`config.mk`:
```
export PLATFORM = sky130hd
export DESIGN_NAME = nfp_host
export DESIGN_NICKNAME = d
export VERILOG_FILES = /design/src/nfp_pkg.sv /design/src/nfp_byte_mem.sv /design/src/nfp_host.sv
export SDC_FILE = /design/constraint.sdc
export NUM_CORES = 1
export LEC_CHECK = 0
export BUFFER_PORTS_ARGS = -buffer_cell sky130_fd_sc_hd__buf_2
export CORE_MARGIN = 2
export CORE_UTILIZATION = 30
export CTS_BUF_LIST = sky130_fd_sc_hd__clkbuf_4 sky130_fd_sc_hd__clkbuf_8
export CTS_CLUSTER_DIAMETER = 100
export CTS_CLUSTER_SIZE = 20
export DETAILED_ROUTE_END_ITERATION = 10
export SYNTH_ARGS = -nofsm -noshare
export SYNTH_HDL_FRONTEND = slang
export SYNTH_SLANG_ARGS = --single-unit
```
`constraint.sdc`:
```
create_clock -name clk_i -period 3.4 [get_ports clk_i]
set_input_delay 0.17 -clock clk_i [delete_from_list [all_inputs] [get_ports clk_i]]
set_output_delay 0.17 -clock clk_i [all_outputs]
set_load 0.02 [all_outputs]
```
`src/nfp_pkg.sv`:
```
/*
  Shared constants and types of the page-flash host controller: register map,
  command codes, strobe timing and the per-operation cycle plan.
  Assumes a 20 MHz system clock and a single AHB-Lite master.
*/
package nfp_pkg;

  // ----------------------------------------------------------------------
  // Register map
  // ----------------------------------------------------------------------
  localparam logic [31:0] REG_CTRL     = 32'h0000_0000;
  localparam logic [31:0] REG_START    = 32'h0000_0004;
  localparam logic [31:0] REG_COLUMN   = 32'h0000_0008;
  localparam logic [31:0] REG_ROW      = 32'h0000_000c;
  localparam logic [31:0] REG_COUNT    = 32'h0000_0010;
  localparam logic [31:0] REG_STATUS   = 32'h0000_0014;
  localparam logic [31:0] REG_BUF_PTR  = 32'h0000_0018;
  localparam logic [31:0] REG_BUF_DATA = 32'h0000_001c;

  localparam int CTRL_WP_BIT    = 0;
  localparam int STAT_BUSY_BIT  = 0;
  localparam int STAT_RDY_BIT   = 1;
  localparam int STAT_REFUSED   = 2;
  localparam int STAT_DONE      = 3;
  localparam int STAT_LAST_LSB  = 8;
  localparam int OP_W           = 3;

  localparam int BUF_AW   = 6;
  localparam int BUF_DEPTH = 64;
  localparam int CNT_W    = 7;
  localparam int COL_W    = 12;
  localparam int ROW_W    = 16;

  localparam logic [2:0] HSIZE_WORD = 3'h2;
  localparam logic       RESP_OKAY  = 1'b0;

  // ----------------------------------------------------------------------
  // Command codes
  // ----------------------------------------------------------------------
  localparam logic [7:0] CMD_READ_ADDR   = 8'h00;
  localparam logic [7:0] CMD_READ_GO     = 8'h30;
  localparam logic [7:0] CMD_COL_ADDR    = 8'h05;
  localparam logic [7:0] CMD_COL_GO      = 8'he0;
  localparam logic [7:0] CMD_PROG_DATA   = 8'h80;
  localparam logic [7:0] CMD_PROG_GO     = 8'h10;
  localparam logic [7:0] CMD_ERASE_SETUP = 8'h60;
  localparam logic [7:0] CMD_ERASE_GO    = 8'hd0;
  localparam logic [7:0] CMD_STATUS      = 8'h70;
  localparam logic [7:0] CMD_RESET       = 8'hff;
  localparam logic [7:0] CMD_ID          = 8'h90;
  localparam logic [7:0] ID_ADDR         = 8'h00;
  localparam logic [3:0] COL_HI_PAD      = 4'h0;

  // Address byte order
  localparam logic [1:0] AB_COL_LO = 2'h0;
  localparam logic [1:0] AB_COL_HI = 2'h1;
  localparam logic [1:0] AB_ROW_LO = 2'h2;
  localparam logic [1:0] AB_ROW_HI = 2'h3;
  localparam logic [2:0] ADDR_NONE = 3'h0;
  localparam logic [2:0] ADDR_ONE  = 3'h1;
  localparam logic [2:0] ADDR_COL  = 3'h2;
  localparam logic [2:0] ADDR_FULL = 3'h4;

  // ----------------------------------------------------------------------
  // Timing
  // ----------------------------------------------------------------------
  localparam int CLK_NS  = 50;
  localparam int T_WW_NS = 100;
  localparam int T_WB_NS = 200;
  localparam logic [CNT_W-1:0] WW_CYC = CNT_W'((T_WW_NS + CLK_NS - 1) / CLK_NS);
  localparam logic [CNT_W-1:0] WB_CYC = CNT_W'((T_WB_NS + CLK_NS - 1) / CLK_NS);
  localparam logic [CNT_W-1:0] LEN_ONE = 7'h01;

  // ----------------------------------------------------------------------
  // Operations and sequencing
  // ----------------------------------------------------------------------
  typedef enum logic [OP_W-1:0] {
    OP_READ, OP_PROG, OP_ERASE, OP_STATUS, OP_RESET, OP_ID, OP_COLCHG
  } nfp_op_t;

  typedef enum {
    S_IDLE, S_SETUP, S_CMD1, S_ADDR, S_WDATA, S_CMD2, S_WAIT_WB, S_WAIT_RDY,
    S_RDATA
  } nfp_state_t;

  localparam logic [2:0] FROM_CMD1  = 3'h0;
  localparam logic [2:0] FROM_ADDR  = 3'h1;
  localparam logic [2:0] FROM_WDATA = 3'h2;
  localparam logic [2:0] FROM_CMD2  = 3'h3;
  localparam logic [2:0] FROM_WAIT  = 3'h4;
  localparam logic [2:0] FROM_RDATA = 3'h5;

  typedef struct packed {
    logic [7:0] cmd1;
    logic [2:0] naddr;
    logic       wdata;
    logic       has_cmd2;
    logic [7:0] cmd2;
    logic       wait_rdy;
    logic       rdata;
  } nfp_plan_t;

  function automatic nfp_plan_t plan_of(input nfp_op_t op);
    nfp_plan_t p;
    p = '{CMD_STATUS, ADDR_NONE, 1'b0, 1'b0, CMD_READ_ADDR, 1'b0, 1'b1};
    unique case (op)
      OP_READ:   p = '{CMD_READ_ADDR, ADDR_FULL, 1'b0, 1'b1, CMD_READ_GO, 1'b1, 1'b1};
      OP_PROG:   p = '{CMD_PROG_DATA, ADDR_FULL, 1'b1, 1'b1, CMD_PROG_GO, 1'b1, 1'b0};
      OP_ERASE:  p = '{CMD_ERASE_SETUP, ADDR_FULL, 1'b0, 1'b1, CMD_ERASE_GO, 1'b1, 1'b0};
      OP_STATUS: p = '{CMD_STATUS, ADDR_NONE, 1'b0, 1'b0, CMD_READ_ADDR, 1'b0, 1'b1};
      OP_RESET:  p = '{CMD_RESET, ADDR_NONE, 1'b0, 1'b0, CMD_READ_ADDR, 1'b1, 1'b0};
      OP_ID:     p = '{CMD_ID, ADDR_ONE, 1'b0, 1'b0, CMD_READ_ADDR, 1'b0, 1'b1};
      OP_COLCHG: p = '{CMD_COL_ADDR, ADDR_COL, 1'b0, 1'b1, CMD_COL_GO, 1'b0, 1'b1};
      default:   p = '{CMD_STATUS, ADDR_NONE, 1'b0, 1'b0, CMD_READ_ADDR, 1'b0, 1'b1};
    endcase
    return p;
  endfunction

endpackage

```
`src/nfp_byte_mem.sv`:
```
/*
  Byte buffer of the page-flash host controller: one write port, one read
  port, read data registered.
  Assumes the caller never writes and reads one address in the same cycle.
*/
`timescale 1ns/10ps
`default_nettype none

module nfp_byte_mem
  import nfp_pkg::*;
(
  input  wire logic              clk_i,
  input  wire logic              reset_n_i,
  input  wire logic              wr_en_i,
  input  wire logic [BUF_AW-1:0] wr_addr_i,
  input  wire logic [7:0]        wr_data_i,
  input  wire logic [BUF_AW-1:0] rd_addr_i,
  output logic      [7:0]        rd_data_o
);

  logic [7:0] mem [BUF_DEPTH];

  // Array has no reset; contents are undefined until written
  always_ff @(posedge clk_i)
  begin
    if (wr_en_i)
      mem[wr_addr_i] <= wr_data_i;
  end

  always_ff @(posedge clk_i or negedge reset_n_i)
  begin
    if (!reset_n_i)
      rd_data_o <= 8'h00;
    else
      rd_data_o <= mem[rd_addr_i];
  end

endmodule

`default_nettype wire

```
`src/nfp_host.sv`:
```
/*
  Host controller for a page-organised NAND flash: AHB-Lite register slave,
  operation sequencer and strobe generator for the shared byte port.
  Assumes one AHB-Lite master with hready_i fed back from hreadyout_o, a
  pull-up on the ready/busy line, and a 20 MHz clk_i.
*/
// Behaviour
// - Write protect low blocks program/erase; host holds it high for them.
// - Address is four bytes: column low, column high padded, row low, row high.
// - Cycle type decoded at write strobe from latch selects, output strobe high.
// - Code 00 opens read address entry, code 30 starts the page read.
// - Codes 05, new column, E0 move the output pointer during serial out.
// - Code 80 opens program data input, 10 starts program; erase is 60 then D0.
// - Only status read and reset are issued while the device is busy.
// - Erase begins at write strobe rise after D0 following 60.
`timescale 1ns/10ps
`default_nettype none

module nfp_host
  import nfp_pkg::*;
(
  input  wire logic        clk_i,
  input  wire logic        reset_n_i,
  input  wire logic        hsel_i,
  input  wire logic [31:0] haddr_i,
  input  wire logic [1:0]  htrans_i,
  input  wire logic        hwrite_i,
  input  wire logic [2:0]  hsize_i,
  input  wire logic [31:0] hwdata_i,
  input  wire logic        hready_i,
  output logic             hreadyout_o,
  output logic             hresp_o,
  output logic      [31:0] hrdata_o,
  output logic             chip_select_n_o,
  output logic             cmd_latch_o,
  output logic             addr_latch_o,
  output logic             write_strobe_n_o,
  output logic             output_strobe_n_o,
  output logic             write_protect_n_o,
  input  wire logic [7:0]  shared_byte_port_i,
  output logic      [7:0]  shared_byte_port_o,
  output logic             shared_byte_port_oe_o,
  input  wire logic        ready_busy_n_i
);

  // ----------------------------------------------------------------------
  // State
  // ----------------------------------------------------------------------
  nfp_state_t        state, next_state;
  nfp_op_t           op, next_op;
  logic              ph, next_ph;
  logic [CNT_W-1:0]  cnt, next_cnt, xfer_len, next_len, lim;
  logic [BUF_AW-1:0] ptr, next_ptr;
  logic [7:0]        last_byte, next_last, mem_rd, mem_wd;
  logic              mem_we;
  logic [2:0]        from;
  logic              wr_pend, next_wr_pend, rd_wait, next_rd_wait;
  logic [31:0]       wr_addr, next_wr_addr, next_hrdata;
  logic              next_hreadyout;
  logic              wp_allow, next_wp_allow, refused, next_refused;
  logic              done, next_done;
  logic [COL_W-1:0]  col, next_col;
  logic [ROW_W-1:0]  row, next_row;
  logic [CNT_W-1:0]  count, next_count;
  logic              next_cs_n, next_cle, next_ale, next_we_n, next_re_n;
  logic              next_wp_n, next_oe, wr_state;
  logic [7:0]        next_port;
  logic              acc, idle, start_req, start_bad, start_go, eng_end;
  logic              cnt_end, no_bytes;
  nfp_op_t           start_op;
  nfp_plan_t         plan;

  function automatic logic wr_to(input logic [31:0] a);
    return wr_pend && (wr_addr == a);
  endfunction

  function automatic logic [7:0] addr_byte(input logic [CNT_W-1:0] i);
    logic [7:0] b;
    b = ID_ADDR;
    if (op != OP_ID)
      unique case (i[1:0])
        AB_COL_LO: b = col[7:0];
        AB_COL_HI: b = {COL_HI_PAD, col[COL_W-1:8]};
        AB_ROW_LO: b = row[7:0];
        AB_ROW_HI: b = row[ROW_W-1:8];
      endcase
    return b;
  endfunction

  function automatic nfp_state_t follow(input logic [2:0] f);
    nfp_state_t s;
    s = S_IDLE;
    if (f < FROM_ADDR && plan.naddr != ADDR_NONE)
      s = S_ADDR;
    else if (f < FROM_WDATA && plan.wdata && !no_bytes)
      s = S_WDATA;
    else if (f < FROM_CMD2 && plan.has_cmd2)
      s = S_CMD2;
    else if (f < FROM_WAIT && plan.wait_rdy)
      s = S_WAIT_WB;
    else if (f < FROM_RDATA && plan.rdata && !no_bytes)
      s = S_RDATA;
    return s;
  endfunction

  function automatic logic [31:0] read_reg(input logic [31:0] a);
    logic [31:0] d;
    d = 32'h0;
    unique case (a)
      REG_CTRL:    d[CTRL_WP_BIT] = wp_allow;
      REG_START:   d[OP_W-1:0] = op;
      REG_COLUMN:  d[COL_W-1:0] = col;
      REG_ROW:     d[ROW_W-1:0] = row;
      REG_COUNT:   d[CNT_W-1:0] = count;
      REG_BUF_PTR: d[BUF_AW-1:0] = ptr;
      REG_STATUS:
      begin
        d[STAT_BUSY_BIT] = !idle;
        d[STAT_RDY_BIT] = ready_busy_n_i;
        d[STAT_REFUSED] = refused;
        d[STAT_DONE] = done;
        d[STAT_LAST_LSB +: 8] = last_byte;
      end
      default:     d = 32'h0;
    endcase
    return d;
  endfunction

  assign acc       = hsel_i && htrans_i[1] && hready_i && (hsize_i == HSIZE_WORD);
  assign idle      = (state == S_IDLE);
  assign plan      = plan_of(op);
  assign no_bytes  = (xfer_len == '0);
  assign start_req = wr_to(REG_START);
  assign start_op  = nfp_op_t'(hwdata_i[OP_W-1:0]);
  // Busy device accepts only status and reset; protected array refuses P/E
  assign start_bad = !idle || (hwdata_i[OP_W-1:0] > OP_COLCHG)
                   || (!ready_busy_n_i && !(start_op inside {OP_STATUS, OP_RESET}))
                   || (!wp_allow && (start_op inside {OP_PROG, OP_ERASE}));
  assign start_go  = start_req && !start_bad;
  assign eng_end   = !idle && (next_state == S_IDLE);

  nfp_byte_mem u_mem (
    .clk_i     (clk_i),
    .reset_n_i (reset_n_i),
    .wr_en_i   (mem_we),
    .wr_addr_i (ptr),
    .wr_data_i (mem_wd),
    .rd_addr_i (next_ptr),
    .rd_data_o (mem_rd)
  );

  // ----------------------------------------------------------------------
  // Bus slave and software registers
  // ----------------------------------------------------------------------
  always_comb
  begin
    next_wr_pend   = acc && hwrite_i;
    next_wr_addr   = acc ? haddr_i : wr_addr;
    // Buffer reads take one wait state so a pointer write just before is seen
    next_rd_wait   = acc && !hwrite_i && (haddr_i == REG_BUF_DATA);
    next_hreadyout = !next_rd_wait;
    next_hrdata    = hrdata_o;
    if (rd_wait)
      next_hrdata = {24'h0, mem_rd};
    else if (acc && !hwrite_i)
      next_hrdata = read_reg(haddr_i);
    next_wp_allow = wr_to(REG_CTRL) ? hwdata_i[CTRL_WP_BIT] : wp_allow;
    next_col      = col;
    next_row      = row;
    next_count    = count;
    // Address fields are frozen while an operation uses them
    if (idle && wr_to(REG_COLUMN))
      next_col = hwdata_i[COL_W-1:0];
    if (idle && wr_to(REG_ROW))
      next_row = hwdata_i[ROW_W-1:0];
    if (idle && wr_to(REG_COUNT))
      next_count = hwdata_i[CNT_W-1:0];
    // Write one to clear; a new event in the same cycle wins
    next_refused = refused && !(wr_to(REG_STATUS) && hwdata_i[STAT_REFUSED]);
    next_done    = done && !(wr_to(REG_STATUS) && hwdata_i[STAT_DONE]);
    if (start_req && start_bad)
      next_refused = 1'b1;
    if (eng_end)
      next_done = 1'b1;
  end

  always_ff @(posedge clk_i or negedge reset_n_i)
  begin
    if (!reset_n_i)
    begin
      wr_pend     <= 1'b0;
      wr_addr     <= 32'h0;
      rd_wait     <= 1'b0;
      hreadyout_o <= 1'b1;
      hresp_o     <= RESP_OKAY;
      hrdata_o    <= 32'h0;
      wp_allow    <= 1'b0;
      col         <= '0;
      row         <= '0;
      count       <= '0;
      refused     <= 1'b0;
      done        <= 1'b0;
    end
    else
    begin
      wr_pend     <= next_wr_pend;
      wr_addr     <= next_wr_addr;
      rd_wait     <= next_rd_wait;
      hreadyout_o <= next_hreadyout;
      hresp_o     <= RESP_OKAY;
      hrdata_o    <= next_hrdata;
      wp_allow    <= next_wp_allow;
      col         <= next_col;
      row         <= next_row;
      count       <= next_count;
      refused     <= next_refused;
      done        <= next_done;
    end
  end

  // ----------------------------------------------------------------------
  // Sequencer and pin drive
  // ----------------------------------------------------------------------
  always_comb
  begin
    next_state = state;
    next_op    = op;
    next_ph    = ph;
    next_cnt   = cnt;
    next_len   = xfer_len;
    next_ptr   = ptr;
    next_last  = last_byte;
    mem_we     = 1'b0;
    mem_wd     = hwdata_i[7:0];
    lim        = xfer_len;
    from       = FROM_RDATA;
    unique case (state)
      S_SETUP:   lim = WW_CYC;
      S_WAIT_WB: lim = WB_CYC;
      S_ADDR:    lim = CNT_W'(plan.naddr);
      default:   lim = xfer_len;
    endcase
    unique case (state)
      S_CMD1:  from = FROM_CMD1;
      S_ADDR:  from = FROM_ADDR;
      S_WDATA: from = FROM_WDATA;
      S_CMD2:  from = FROM_CMD2;
      default: from = FROM_RDATA;
    endcase
    cnt_end = (CNT_W'(cnt + 1'b1) == lim);
    unique case (state)
      S_IDLE:
      begin
        if (start_go)
        begin
          next_state = S_SETUP;
          next_op    = start_op;
          next_cnt   = '0;
          next_ptr   = '0;
          next_len   = (start_op == OP_STATUS) ? LEN_ONE : count;
        end
        else if (wr_to(REG_BUF_PTR))
          next_ptr = hwdata_i[BUF_AW-1:0];
        else if (wr_to(REG_BUF_DATA))
        begin
          mem_we   = 1'b1;
          next_ptr = ptr + 1'b1;
        end
        else if (rd_wait)
          next_ptr = ptr + 1'b1;
      end
      S_SETUP, S_WAIT_WB:
      begin
        next_cnt = CNT_W'(cnt + 1'b1);
        if (cnt_end)
        begin
          next_cnt   = '0;
          next_state = (state == S_SETUP) ? S_CMD1 : S_WAIT_RDY;
        end
      end
      S_WAIT_RDY:
        if (ready_busy_n_i)
          next_state = follow(FROM_WAIT);
      S_CMD1, S_ADDR, S_WDATA, S_CMD2, S_RDATA:
      begin
        next_ph = !ph;
        if (!ph && (state inside {S_WDATA, S_RDATA}))
          next_ptr = ptr + 1'b1;
        if (!ph && state == S_RDATA)
        begin
          // Device advances its own column, so no address is resent
          mem_we    = 1'b1;
          mem_wd    = shared_byte_port_i;
          next_last = shared_byte_port_i;
        end
        if (ph && !cnt_end && (state inside {S_ADDR, S_WDATA, S_RDATA}))
          next_cnt = CNT_W'(cnt + 1'b1);
        else if (ph)
        begin
          next_cnt   = '0;
          next_state = follow(from);
        end
      end
    endcase

    wr_state  = next_state inside {S_CMD1, S_ADDR, S_WDATA, S_CMD2};
    next_cs_n = (next_state == S_IDLE);
    next_cle  = next_state inside {S_CMD1, S_CMD2};
    next_ale  = (next_state == S_ADDR);
    next_we_n = !(wr_state && !next_ph);
    next_re_n = !(next_state == S_RDATA && !next_ph);
    next_oe   = wr_state;
    next_wp_n = next_wp_allow
             || (next_state != S_IDLE && (next_op inside {OP_PROG, OP_ERASE}));
    next_port = shared_byte_port_o;
    if (wr_state && !next_ph)
    begin
      if (next_state == S_CMD1)
        next_port = plan.cmd1;
      else if (next_state == S_CMD2)
        next_port = plan.cmd2;
      else if (next_state == S_ADDR)
        next_port = addr_byte(next_cnt);
      else
        next_port = mem_rd;
    end
  end

  always_ff @(posedge clk_i or negedge reset_n_i)
  begin
    if (!reset_n_i)
    begin
      state                 <= S_IDLE;
      op                    <= OP_STATUS;
      ph                    <= 1'b0;
      cnt                   <= '0;
      xfer_len              <= '0;
      ptr                   <= '0;
      last_byte             <= 8'h00;
      chip_select_n_o       <= 1'b1;
      cmd_latch_o           <= 1'b0;
      addr_latch_o          <= 1'b0;
      write_strobe_n_o      <= 1'b1;
      output_strobe_n_o     <= 1'b1;
      write_protect_n_o     <= 1'b0;
      shared_byte_port_o    <= 8'h00;
      shared_byte_port_oe_o <= 1'b0;
    end
    else
    begin
      state                 <= next_state;
      op                    <= next_op;
      ph                    <= next_ph;
      cnt                   <= next_cnt;
      xfer_len              <= next_len;
      ptr                   <= next_ptr;
      last_byte             <= next_last;
      chip_select_n_o       <= next_cs_n;
      cmd_latch_o           <= next_cle;
      addr_latch_o          <= next_ale;
      write_strobe_n_o      <= next_we_n;
      output_strobe_n_o     <= next_re_n;
      write_protect_n_o     <= next_wp_n;
      shared_byte_port_o    <= next_port;
      shared_byte_port_oe_o <= next_oe;
    end
  end
endmodule

`default_nettype wire

```
==> reports/summary.txt <==
Crit path buffers/inverters -> 5
CP endpoint kind -> register
Cell count after synthesis -> 2387
Minimum clock period -> 3.81 ns
Initial antenna violation count -> 3
Syn Area/Cell -> 12.5 µm²
IO Port Bufs -> 97
Crit-path cells -> nor4_4 > nand4_1 > buf_6 > buf_6 > or3_4 > buf_6 > a211oi_4 > and2_4 > buf_6 > mux2_4 > nor2b_4 > nand3b_1 > buf_6 > mux2i_1 > a211oi_1 > a22o_1
Final Core Density -> 38.9%
Slowest CP cell -> dfrtp_1
Max frequency -> 0.262 GHz
Placed Cells -> 3928
Hold Crit Class -> in -> reg
DR pass1 iterations -> 7
Most common cell after layout, fill and taps aside -> edfxtp_1
Register area share after synthesis -> 66.3%
CP peak stage delay -> 0.43 ns
Initial Utilization -> 30.3%
Crit path max-delay family -> simple AND/OR/NAND/NOR gates
VDD IR max -> 0.518 mV
Slew of the pin with the lowest slew margin -> 0.901 ns
Post-synth ARST share -> 25.6%
Final hold vios -> 0
GR Overflow Total -> 0
Number of synthesized flops with an enable pin -> 512
Status -> complete, but fails checks
Most frequent cells in the layout -> edfxtp_1 (512), nand2_1 (471), buf_4 (307), dfrtp_1 (169), buf_2 (96)
First DRT Iteration DRCs -> 1858
Number of global-route vias before repair -> 20.8k
Via-to-Cell Ratio -> 5.08
CTS tree -> built
Largest net degree at the start of global routing -> 91
Post-Layout Cell Count -> 4150
Std-Cell Rows -> 115
Mapped cell area -> 29900 µm²
Core area -> 98600 µm²
Worst path most repeated cell -> buf_6
CTS root buf -> clkbuf_8
Worst setup margin -> -0.411 ns
Post-DP HPWL -> 57400 µm
Die Y -> 319 µm
CTS H-tree lvls -> 2
Fin Clk Skew -> 0.0733 ns
Critical path required time -> 3.97 ns
Period Utilization, post-route -> 112%
Clk pin slew, worst setup/hold paths -> 0.13 ns
Critical path arrival -> 4.38 ns
Failing checks -> negative setup slack
Critical path class -> reg -> reg
GRT Total Usage -> 16.6%
Vias -> 21.1k
DRT antenna net count -> 0
GP Congestion -> 0.955
Final #Nets -> 2924
Max-cap viol count -> 0
Clk_lat worst skew -> 0.71 ns
Sink Count -> 688
CTS buffer count -> 41
Unrepaired setup endpoints after global routing -> yes
Post-DR wirelength/cell -> 21.0 µm
Global-route wire length before repair -> 131000 µm
Clock Tree Buf Depth -> 3
R2r setup slk -> -0.41 ns
Routed WL -> 87100 µm
Area grow syn2layout -> 28.4%
PwrDens -> 904 nW/µm²
Setup violations, final -> 24
Layout cells sized above 1 -> 32.6%
CP Max Fanout -> 5
# IOs -> 132
Relative slew slack -> 39.7%
Die area -> 102000 µm²
Synth Flop Type -> edfxtp_1
Seq cells post-synth -> 688
YS warnings -> 0
Leak -> 14.3 nW
Fin Setup TNS -> -6.62 ns
Max Slew Vio Count -> 0
# DRC -> 0
Distinct cell type count after synthesis -> 101
Die width -> 319 µm
Worst setup SP type -> register
==> cell usage after synthesis, drive strengths merged (33+ instances only) <==
cell    count  area [µm²]
nand3      75         385
dfrtp     170        4250
mux2       76         863
o21ai      94         482
clkbuf     92         345
nor2      141         532
nand2     489        1840
a221oi     46         415
mux2i      89         891
a21oi      34         174
a31oi      48         315
and3       33         206
buf        94         561
edfxtp    512       15400
==> worst paths after layout <==
path	from	endpoint	cells past startpoint
min in group asynchronous	reset_n_i	op[2]	2
setup / recovery	state[19]	shared_byte_port_o[4]	16
hold reg to reg	state[15]	state[15]	0
setup reg to reg	state[19]	shared_byte_port_o[4]	16
hold / removal	hsel_i	wr_addr[2]	4
max in group asynchronous	reset_n_i	write_strobe_n_o	3
==> sequential cells by signal (all words and copies together), names as in the netlist, 8 cells and up <==
name,cells
col,12
row,16
state,32
shared_byte_port_o,8
last_byte,8
wr_addr,32
u_mem.mem,512
u_mem.rd_data_o,8
hrdata_o,16
==> routing by layer <==
layer	up-vias	routed length (µm)	GRT usage (%)
met5	-	0	0
met4	0	2480	5.27
met3	120	4770	2.17
met2	651	42200	27.5
met1	10585	37700	22.7
li1	9706	-	-
==> final cells by class <==
cell class	instances	area, µm²
flip-flops and latches	688	19800
clock inverters	7	66.3
well taps	1287	1610
repair buffers	576	5360
clock buffers	60	713
inverters	25	101
repair inverters	1	6.26
fillers	9263	60200
diodes	1	2.50
multi-input cells	1505	10700
==> cells by family after synthesis <==
| kind of cell | share of synthesized area [%] |
|---|---|
| adder cells (fa/ha/maj) | 0.193 |
| other | 0.0126 |
| AND/OR/NAND/NOR | 14.1 |
| multiplexers | 5.88 |
| XOR/XNOR | 0.323 |
| AO/OA/AOI/OAI | 9.90 |
| buffers and inverters | 3.35 |
| flip-flops | 66.3 |
==> stage by stage <==
stage          instance area [µm²]  power (mW)  hold WS (ns)  worst slack, ns
2_1_floorplan                29900        18.9        -0.126           0.0609
3_3_place_gp                 34000        25.8         0.294           -0.611
3_5_place_dp                 34000        25.8         0.290           -0.578
4_1_cts                      37500        32.9        0.0153           -0.392
5_1_grt                      38300        36.5         0.101           -0.583
6_report                     38300        34.7        0.0553           -0.411
==> repair_timing <==
item | in CTS | in global routing
resized for setup | 295 | 114
cloned | 10 | 3
hold buffers | 61 | 0
endpoints found under the setup margin | 536 | 661
buffers inserted | 54 | 38
hold endpoints to repair | 175 | 0
pin swaps | 72 | 59
==> worst min-delay path: cells and delay by family <==
kind / cells / cell delay, ns
buf+inv: 1 / 0.09
compound gates: 1 / 0.10
simple gates: 2 / 0.35
==> where the power goes <==
group	switching, mW	internal, mW	total (mW)
clock network	2.63	1.38	4.01
registers	0.374	9.38	9.76
logic	11.0	9.89	20.9
total	14.0	20.7	34.7
Note: power is estimated with default switching activity, not from simulation.
